File: config.mk
export PLATFORM = sky130hd
export DESIGN_NAME = status_report_registers
export DESIGN_NICKNAME = d
export VERILOG_FILES = /design/src/shared/status_pkg.sv /design/src/logic/status_report_registers.sv
export VERILOG_INCLUDE_DIRS = /design/src /design/src/shared
export SDC_FILE = /design/constraint.sdc
export NUM_CORES = 1
export LEC_CHECK = 0
export BUFFER_PORTS_ARGS = -buffer_cell sky130_fd_sc_hd__buf_2
export CORE_ASPECT_RATIO = 0.5
export CORE_MARGIN = 2
export CORE_UTILIZATION = 40
export CTS_CLUSTER_DIAMETER = 50
export DETAILED_ROUTE_END_ITERATION = 8
export MAX_ROUTING_LAYER = met4
export PLACE_DENSITY = 0.55
export SYNTH_ARGS = -nofsm -noshare
export SYNTH_HDL_FRONTEND = slang
export SYNTH_SLANG_ARGS = --single-unit
File: constraint.sdc
create_clock -name hclk -period 7.3 [get_ports hclk]
set_input_delay 1.46 -clock hclk [delete_from_list [all_inputs] [get_ports hclk]]
set_output_delay 1.46 -clock hclk [all_outputs]
set_load 0.02 [all_outputs]
File: src/shared/status_regs.svh
// status report register bank: offsets, field positions, reset values
// assumes a 32-bit AHB-Lite slave decoding the low address byte
`ifndef STATUS_REGS_SVH
`define STATUS_REGS_SVH

// ------------------------------------------------------------------
// register offsets (byte addresses)
// ------------------------------------------------------------------
`define OFF_CMD    8'h00
`define OFF_RESP   8'h04
`define OFF_ALL_STATUS_QUERY   8'h08
`define OFF_STAT   8'h24
`define OFF_ISTAT  8'h28
`define OFF_IMASK  8'h2C
`define OFF_ENA0   8'h30
`define OFF_ENA1   8'h34

// ------------------------------------------------------------------
// sizes and field positions
// ------------------------------------------------------------------
`define ALL_STATUS_QUERY_WORDS   7
`define EVT_REGS     6
`define EV_ESR       0
`define EV_INR       1
`define EV_DDR       2
`define EV_CMR       3
`define EV_EXR       4
`define EV_URR       5
`define CMD_OP_MSB   20
`define CMD_OP_LSB   16
`define STB_INS_BIT  0
`define STB_ESB_BIT  5
`define STB_MAV_BIT  6
`define ESR_OPC_BIT  0
`define IRQ_RESP_BIT 0
`define IRQ_SRQ_BIT  1
`define IRQ_WAI_BIT  2
`define IRQ_BITS     3
`define HSIZE_WORD   3'h2

// ------------------------------------------------------------------
// reset values
// ------------------------------------------------------------------
`define REG_RST   16'h0000
`define IRQ_RST   3'h0

`endif

File: src/shared/status_pkg.sv
// status report register bank: shared types
// assumes nothing beyond a SystemVerilog compiler
package status_pkg;
  typedef logic [15:0] word_t;

  // command codes written to the command register
  typedef enum logic [4:0] {
    CMD_NOP  = 5'h00,
    CMD_CLS  = 5'h01,
    CMD_ESE  = 5'h02,
    CMD_OPC  = 5'h03,
    CMD_PRE  = 5'h04,
    CMD_SRE  = 5'h05,
    CMD_INE  = 5'h06,
    CMD_WAI  = 5'h07,
    Q_ALL_STATUS_QUERY   = 5'h08,
    Q_CMR    = 5'h09,
    Q_DDR    = 5'h0A,
    Q_ESR    = 5'h0B,
    Q_EXR    = 5'h0C,
    Q_INR    = 5'h0D,
    Q_IST    = 5'h0E,
    Q_STB    = 5'h0F,
    Q_URR    = 5'h10
  } cmd_t;
endpackage

File: src/logic/status_report_registers.sv
// status report register bank behind an AHB-Lite slave port
// assumes event inputs, mav and op_pending come from logic on hclk
`timescale 1ns/1ps
`default_nettype none
`include "status_regs.svh"

module status_report_registers (
  input  wire logic          hclk,       // bus clock
  input  wire logic          hresetn,    // async reset, active low
  input  wire logic          hsel,       // slave select
  input  wire logic [31:0]   haddr,      // byte address
  input  wire logic [1:0]    htrans,     // transfer type
  input  wire logic          hwrite,     // write when high
  input  wire logic [2:0]    hsize,      // transfer size
  input  wire logic          hready,     // bus ready
  input  wire logic [31:0]   hwdata,     // write data
  output logic [31:0]        hrdata,     // read data
  output logic               hreadyout,  // slave ready
  output logic               hresp,      // always okay
  input  wire status_pkg::word_t esr_set, // event status set pulses
  input  wire status_pkg::word_t inr_set, // internal change set pulses
  input  wire status_pkg::word_t ddr_set, // device error set pulses
  input  wire status_pkg::word_t cmr_set, // command error set pulses
  input  wire status_pkg::word_t exr_set, // execution error set pulses
  input  wire status_pkg::word_t urr_set, // user request set pulses
  input  wire logic          mav,        // message available level
  input  wire logic          op_pending, // operations still running
  output logic               srq,        // service request level
  output logic               ist,        // individual status level
  output logic               busy,       // holding off commands
  output logic               irq         // interrupt, active high
);
  import status_pkg::*;

  // ------------------------------------------------------------------
  // bus data phase
  // ------------------------------------------------------------------
  logic        dp_q;
  logic        dp_wr_q;
  logic        dp_word_q;
  logic [7:0]  dp_addr_q;
  logic        wai_q;
  logic        stall;
  logic        wdone;
  logic        exec;
  cmd_t        op;
  word_t       val;

  always_ff @(posedge hclk or negedge hresetn) begin
    if (!hresetn) begin
      dp_q      <= 1'b0;
      dp_wr_q   <= 1'b0;
      dp_word_q <= 1'b0;
      dp_addr_q <= 8'h00;
    end else if (hready) begin
      dp_q      <= hsel & htrans[1];
      dp_wr_q   <= hwrite;
      dp_word_q <= (hsize == `HSIZE_WORD);
      dp_addr_q <= haddr[7:0];
    end
  end

  // a command write is stretched while a wait is in force
  assign stall     = dp_q & dp_wr_q & (dp_addr_q == `OFF_CMD) & wai_q;
  assign hreadyout = ~stall;
  assign hresp     = 1'b0;
  assign wdone     = dp_q & dp_wr_q & dp_word_q & ~stall;
  assign exec      = wdone & (dp_addr_q == `OFF_CMD);
  assign op        = cmd_t'(hwdata[`CMD_OP_MSB:`CMD_OP_LSB]);
  assign val       = hwdata[15:0];

  // ------------------------------------------------------------------
  // event and error registers
  // ------------------------------------------------------------------
  word_t       evt_q [`EVT_REGS];
  word_t       set_v [`EVT_REGS];
  logic [5:0]  clr_v;
  logic        is_query;

  always_comb begin
    set_v[`EV_ESR] = esr_set;
    set_v[`EV_INR] = inr_set;
    set_v[`EV_DDR] = ddr_set;
    set_v[`EV_CMR] = cmr_set;
    set_v[`EV_EXR] = exr_set;
    set_v[`EV_URR] = urr_set;
    if (exec && op == CMD_OPC) begin
      set_v[`EV_ESR][`ESR_OPC_BIT] = 1'b1;
    end
    clr_v    = 6'h00;
    is_query = 1'b0;
    if (exec) begin
      unique case (op)
        CMD_CLS: clr_v = 6'h3F;
        Q_ALL_STATUS_QUERY: begin
          clr_v    = 6'h3F;
          is_query = 1'b1;
        end
        Q_CMR: begin
          clr_v[`EV_CMR] = 1'b1;
          is_query       = 1'b1;
        end
        Q_DDR: begin
          clr_v[`EV_DDR] = 1'b1;
          is_query       = 1'b1;
        end
        Q_ESR: begin
          clr_v[`EV_ESR] = 1'b1;
          is_query       = 1'b1;
        end
        Q_EXR: begin
          clr_v[`EV_EXR] = 1'b1;
          is_query       = 1'b1;
        end
        Q_INR: begin
          clr_v[`EV_INR] = 1'b1;
          is_query       = 1'b1;
        end
        Q_URR: begin
          clr_v[`EV_URR] = 1'b1;
          is_query       = 1'b1;
        end
        Q_IST, Q_STB: is_query = 1'b1;
        default: ;
      endcase
    end
  end

  // a set arriving with its clear survives
  always_ff @(posedge hclk or negedge hresetn) begin
    if (!hresetn) begin
      for (int i = 0; i < `EVT_REGS; i++) begin
        evt_q[i] <= `REG_RST;
      end
    end else begin
      for (int i = 0; i < `EVT_REGS; i++) begin
        evt_q[i] <= (evt_q[i] & ~{16{clr_v[i]}}) | set_v[i];
      end
    end
  end

  // ------------------------------------------------------------------
  // enable registers
  // ------------------------------------------------------------------
  word_t ese_q;
  word_t sre_q;
  word_t pre_q;
  word_t ine_q;

  always_ff @(posedge hclk or negedge hresetn) begin
    if (!hresetn) begin
      ese_q <= `REG_RST;
      sre_q <= `REG_RST;
      pre_q <= `REG_RST;
      ine_q <= `REG_RST;
    end else if (exec) begin
      unique case (op)
        CMD_ESE: ese_q <= val;
        CMD_SRE: sre_q <= val;
        CMD_PRE: pre_q <= val;
        CMD_INE: ine_q <= val;
        default: ;
      endcase
    end
  end

  // ------------------------------------------------------------------
  // status byte and summaries
  // ------------------------------------------------------------------
  word_t stb;

  always_comb begin
    stb               = `REG_RST;
    stb[`STB_INS_BIT] = |(evt_q[`EV_INR] & ine_q);
    stb[`STB_ESB_BIT] = |(evt_q[`EV_ESR] & ese_q);
    stb[`STB_MAV_BIT] = mav;
  end

  assign srq = |(stb & sre_q);
  assign ist = |(stb & pre_q);

  // ------------------------------------------------------------------
  // query responses
  // ------------------------------------------------------------------
  word_t resp_q;
  word_t resp_d;
  word_t all_status_query_q [`ALL_STATUS_QUERY_WORDS];

  always_comb begin
    unique case (op)
      Q_CMR:   resp_d = evt_q[`EV_CMR];
      Q_DDR:   resp_d = evt_q[`EV_DDR];
      Q_ESR:   resp_d = evt_q[`EV_ESR];
      Q_EXR:   resp_d = evt_q[`EV_EXR];
      Q_INR:   resp_d = evt_q[`EV_INR];
      Q_URR:   resp_d = evt_q[`EV_URR];
      Q_IST:   resp_d = {15'h0000, ist};
      default: resp_d = stb;
    endcase
  end

  always_ff @(posedge hclk or negedge hresetn) begin
    if (!hresetn) begin
      resp_q <= `REG_RST;
    end else if (is_query && op != Q_ALL_STATUS_QUERY) begin
      resp_q <= resp_d;
    end
  end

  // snapshot order: stb, esr, inr, ddr, cmr, exr, urr
  always_ff @(posedge hclk or negedge hresetn) begin
    if (!hresetn) begin
      for (int i = 0; i < `ALL_STATUS_QUERY_WORDS; i++) begin
        all_status_query_q[i] <= `REG_RST;
      end
    end else if (exec && op == Q_ALL_STATUS_QUERY) begin
      all_status_query_q[0] <= stb;
      for (int i = 0; i < `EVT_REGS; i++) begin
        all_status_query_q[i + 1] <= evt_q[i];
      end
    end
  end

  // ------------------------------------------------------------------
  // wait for pending operations
  // ------------------------------------------------------------------
  logic wai_done;

  always_ff @(posedge hclk or negedge hresetn) begin
    if (!hresetn) begin
      wai_q <= 1'b0;
    end else if (exec && op == CMD_WAI && op_pending) begin
      wai_q <= 1'b1;
    end else if (!op_pending) begin
      wai_q <= 1'b0;
    end
  end

  assign busy     = wai_q;
  assign wai_done = wai_q & ~op_pending;

  // ------------------------------------------------------------------
  // interrupts
  // ------------------------------------------------------------------
  logic [`IRQ_BITS-1:0] istat_q;
  logic [`IRQ_BITS-1:0] imask_q;
  logic [`IRQ_BITS-1:0] ievt;
  logic [`IRQ_BITS-1:0] iclr;
  logic                 srq_q;

  always_comb begin
    ievt                = `IRQ_RST;
    ievt[`IRQ_RESP_BIT] = is_query;
    ievt[`IRQ_SRQ_BIT]  = srq & ~srq_q;
    ievt[`IRQ_WAI_BIT]  = wai_done;
    iclr = (wdone && dp_addr_q == `OFF_ISTAT) ? hwdata[`IRQ_BITS-1:0] : `IRQ_RST;
  end

  always_ff @(posedge hclk or negedge hresetn) begin
    if (!hresetn) begin
      srq_q   <= 1'b0;
      istat_q <= `IRQ_RST;
    end else begin
      srq_q   <= srq;
      istat_q <= (istat_q & ~iclr) | ievt;
    end
  end

  always_ff @(posedge hclk or negedge hresetn) begin
    if (!hresetn) begin
      imask_q <= `IRQ_RST;
    end else if (wdone && dp_addr_q == `OFF_IMASK) begin
      imask_q <= hwdata[`IRQ_BITS-1:0];
    end
  end

  assign irq = |(istat_q & imask_q);

  // ------------------------------------------------------------------
  // read data
  // ------------------------------------------------------------------
  always_comb begin
    hrdata = 32'h0000_0000;
    if (dp_q && !dp_wr_q) begin
      unique case (dp_addr_q)
        `OFF_RESP:  hrdata = {16'h0000, resp_q};
        `OFF_STAT:  hrdata = {29'h0000_0000, ist, srq, wai_q};
        `OFF_ISTAT: hrdata = {29'h0000_0000, istat_q};
        `OFF_IMASK: hrdata = {29'h0000_0000, imask_q};
        `OFF_ENA0:  hrdata = {sre_q, ese_q};
        `OFF_ENA1:  hrdata = {ine_q, pre_q};
        default: begin
          for (int i = 0; i < `ALL_STATUS_QUERY_WORDS; i++) begin
            if (dp_addr_q == `OFF_ALL_STATUS_QUERY + 8'(4 * i)) begin
              hrdata = {16'h0000, all_status_query_q[i]};
            end
          end
        end
      endcase
    end
  end
endmodule // status_report_registers
`default_nettype wire

# [After elaboration in Yosys (flattened, before gate mapping)]
# Index checks and enable logic that the tools add are counted.
[word_totals] mem_bits_rw=0 output_inout_bits=38 inputBits=172 n_memories=0 latch_bits=0 regBits=294 elab_cells=145 mem_bits_ro=0
[classes] order_cmp=0 n_addsub=0 multipliers=0 n_bitwise=38 n_shift=0 n_reduce_logical=26 n_mux=23 div=0 eq_ne=32
[ops] cell="$mux W32" count=7
[ops] cell="$pmux W32 S6" count=1
[ops] cell="$and A16 B16 Y16" count=8
[ops] cell="$pmux W16 S7" count=1
[ops] cell="$not A16 Y16" count=6
[ops] cell="$or A16 B16 Y16" count=6
[ops] cell="$reduce_or A16 Y1" count=4
[ops] cell="$eq A8 B6 Y1 const B" count=6
[ops] cell="$eq A5 B4 Y1 const B" count=8
[ops] cell="$and A7 B16 Y16" count=2
[ops] cell="$eq A8 B5 Y1 const B" count=4
[ops] cell="$reduce_or A3 Y1" count=7
[ops] cell="$eq A5 B3 Y1 const B" count=4
[ops] cell="$eq A8 B4 Y1 const B" count=2
[ops] cell="$mux W1" count=11
[ops] cell="$eq A5 B2 Y1 const B" count=2
[ops] cell="$and A1 B1 Y1" count=9
[ops] cell="$reduce_or A9 Y1" count=1
[ops] cell="$eq A8 B3 Y1 const B" count=1
[ops] cell="$logic_and A1 B1 Y1" count=8
[ops] cell="$logic_not A8 Y1" count=1
[ops] cell="$reduce_and A2 Y1" count=4
[ops] cell="$mux W7" count=1
[ops] cell="$and A3 B3 Y3" count=2
[ops] cell="other kinds (11)" count=13

# [Depth between registers and ports, before layout]
[logic_depth] word_depth=10 ltp_mapped=9 ltp_nobuf=6

# [Worst setup path before layout]
# No wires, ideal clock.
[synth_path] path_kind="register to output" startpoint="register dp_addr_q[4]" endpoint="output hrdata[10]" path_stages_with_launch=9 path_buffers=2 setup_slack_ns=3.417 arrival_time_ns=2.423 required_time_ns=5.840 path_cell_list="dfrtp_1 buf_2 nor4_2 and3_1 buf_1 nand2_1 a221oi_1 a211oi_1 nor3_1"
[synth_via] elab_chain_cells=9 elab_cells_between_ends=20 classes_between="eq/ne (12); mux (8)"
[synth_rtl] element="start, declared" line_no="status_report_registers.sv:41" source="logic [7:0] dp_addr_q;"
[synth_rtl] element="start signal, assigned" line_no="status_report_registers.sv:59" source="dp_addr_q <= haddr[7:0];"
[synth_rtl] element="$eq A8 B4 Y1" line_no="status_report_registers.sv:294" source="if (dp_addr_q == `OFF_ALL_STATUS_QUERY + 8'(4 * i)) begin"
[synth_rtl] element="$mux W32 (6 in series)" line_no="status_report_registers.sv:294"
[synth_rtl] element="$pmux W32 S6 (*)" line_no="status_report_registers.sv:285" source="unique case (dp_addr_q)"
[synth_rtl] element="$mux W32 (*)" line_no="status_report_registers.sv:284" source="if (dp_q && !dp_wr_q) begin"
[synth_rtl] element="end, declared" line_no="status_report_registers.sv:17" source="output logic [31:0] hrdata,"
# Mark *: on every way between the ends. The rest lies on a longest branch, timed or not.

# [Worst setup path after layout]
[layout_path] startpoint="register dp_addr_q[1]" endpoint="output hrdata[10]"
# The elaborated chain is that of the path after synthesis.

==> impl_results.md <==
* CTS Hold Bufs at 0
* Post-route insts no fill at 1802
* Layout cells sized above 1 at 0.314
* Startpoint types: register
* Critical path class: reg -> out
* GPL Wtd Cong at 0.931
* Peak VDD IR at 116 uV
* Residual DRC at 0
* Synth area leader: dfrtp_1
* Mapped cell area at 0.0139 sq mm
* Most common cell in the netlist: dfrtp_1
* Hold Crit Class: reg -> reg
* Drt first pass iters at 5
* Largest net degree at the start of global routing at 176
* Clock transition at the registers of the reported paths at 0.06 ns
* Peak Freq at 185 MHz
* Yosys reg bits at 294
* Post-CTS Resized at 0
* DIE HEIGHT at 136 microns
* Max stage delay on crit path at 0.74 ns
* Worst path slowest cell: nand3_1
* Buffer count from post-CTS setup fixing at 0
* WL/cell at 25.8 microns
* Crit path cell chain: nor2_1 -> nand3_1 -> o22ai_1 -> o21ai_0 -> a211oi_1 -> nor3_1 -> buf_2
* Core area at 0.0343 sq mm
* Post-route minimum period at 5.40 ns
* Top cell type's share of synthesized area at 0.531
* Die area at 0.0363 sq mm
* Crit path max-delay family: simple AND/OR/NAND/NOR gates
* Num CTS Buffers at 30
* Io pins at 210
* Crit-path max FO at 10
* Crit path buffers/inverters at 1
* Worst endpoint required time at 5.84 ns
* Kind of end point of the critical path: primary output
* DR iter-0 viols at 1101
* Drt via density at 5.84
* Top cells by count, synth: 294 x dfrtp_1, 98 x a21o_1, 90 x mux2_4
* Syn nets at 1335
* Synth cell types at 61
* Clock Latency Late Sink at 0.57 ns
* Initial Util at 0.404
* CTS max path bufs at 3
* First-pass GRT wire length at 69500 microns
* P&R area growth vs syn at 16.4%
* Final layout net count at 1478
* Post-synth EDFFs at 0
* Worst-Margin Slew at 1.12 ns
* Final Max Tran Viols at 0
* Number of global-route vias before repair at 10.5k
* DR vias at 10.5k
* Final setup violation count at 0
* Fraction of registers with async set/reset at 1.00
* Status: finished clean
* Clock sinks at 294
* Maxcap violations at 0
* Setup TNS at 0 ns
* Layout Skew at 0.00892 ns
* Post-DP HPWL at 32700 microns
* RSZ-0062 raised after global routing: false
* Top FF cell, synth: dfrtp_1
* YS warnings at 0
* Slew headroom at 0.255
* Antenna-violating nets left at 0
* Final wirelength at 46600 microns
* Synth area leaders: dfrtp_1 53%, mux2_4 9.7%, mux2_2 5.6%
* H-tree depth at 1
* Rows at 48
* Power Dens Cells at 216 mW/mm^2
* Root buffer cell: clkbuf_16
* Grt total ovfl at 0
* Hold Vio Cnt, Final at 0
* Die X at 267 microns
* Antenna violations before repair at 2
* Tot GR Track Use at 0.268
* Hold WS at 0.480 ns
* Final Cycle Share at 0.740
* Leakage at 7.28 nW
* Synth Instances at 1163
* Power Total at 3.49 mW
* Placed cells at 1749
* CTS tree: built
* Worst Path Arrival at 3.94 ns
* Syn avg cell area at 11.9 sq um
* IO Port Bufs at 172
* Sequential area share after synthesis at 0.531
[worst paths after layout]
kind                                    from                endpoint  slack [ns]  cells past startpoint
worst max register to register  dp_addr_q[3]  all_status_query_q[89]        3.66                      6
worst min-delay path               resp_q[6]               resp_q[6]        0.48                      2
worst min register to register     resp_q[6]               resp_q[6]        0.48                      2
max in group asynchronous            hresetn               evt_q[67]        4.84                      2
worst max-delay path            dp_addr_q[1]              hrdata[10]        1.90                      7
min in group asynchronous            hresetn  all_status_query_q[42]        0.96                      1
[cell families (layout without fill, tap and decap cells)]
| family | count (synthesis) | after routing | synth area share |
|---|---|---|---|
| AOI/OAI and AO/OA | 377 | 377 | 0.185 |
| DFF | 294 | 294 | 0.531 |
| and+or+nand+nor | 213 | 213 | 0.0789 |
| muxes | 178 | 178 | 0.169 |
| buffers and inverters | 98 | 260 | 0.0353 |
| xor gates and xnor gates | 2 | 2 | 0.00126 |
| other | 1 | 3 | 0.000271 |
[per-layer routing]
layer	global-route usage	share of wire	routed length (microns)	vias to the layer above
met3	0.0678	0.094	4370	71
met4	0.0649	0.023	1090	0
met1	0.381	0.45	21000	5425
met5	-	0	0	-
li1	-	-	-	4595
met2	0.382	0.43	20100	434
[sequential cells by signal (all words and copies together), names as in the netlist, 3 cells and up]
signal / count
all_status_query_q: 99
evt_q: 96
ese_q: 16
ine_q: 16
pre_q: 16
resp_q: 16
sre_q: 16
dp_addr_q: 8
imask_q: 3
istat_q: 3
[placed cells by master, fill, tap and decap left out, types with 13 or more instances in the layout]
cell,count
nor2_1,43
a21o_1,98
a221oi_1,25
o21ai_0,61
mux2_4,90
buf_4,19
a22oi_1,80
inv_1,16
a21oi_1,56
dfrtp_1,294
clkbuf_16,31
mux2_1,16
mux2_2,69
buf_2,171
o22ai_1,13
nand2_1,82
nor3_1,17
[power by group]
group / internal [mW] / leakage, nW / total [mW] / switching, mW
Sequential: 1.64 / 3.57 / 1.65 / 0.0137
Clock: 0.956 / 0.490 / 1.63 / 0.672
Combinational: 0.0683 / 3.22 / 0.208 / 0.140
[stage by stage]
stage                     setup slack [ns]   util  cell area, sq um
after floorplan                       3.42      -             13900
after global placement                2.52  0.441             15100
after detailed placement              2.61  0.441             15100
after CTS                             2.00  0.470             16100
after global routing                  1.77  0.471             16100
final                                 1.90  0.471             16100
[area by class of cell]
| cell class | instances | area, sq um |
|---|---|---|
| clock inverters | 12 | 181 |
| well taps | 475 | 594 |
| multi-input cells | 771 | 6040 |
| flip-flops and latches | 294 | 7360 |
| diodes | 2 | 5.00 |
| clock buffers | 39 | 846 |
| inverters | 16 | 60.1 |
| repair buffers | 193 | 1050 |
| fillers | 3168 | 18200 |
[worst reg2reg max path: stages (launching register included)]
cell	delay, ns
dfrtp_1	0.51
or4_4	0.58
nor4_4	0.48
and2_1	0.29
nand3_4	0.71
buf_12	0.55
mux2_1	0.42
No activity file was read; power rests on OpenSTA's default activity.
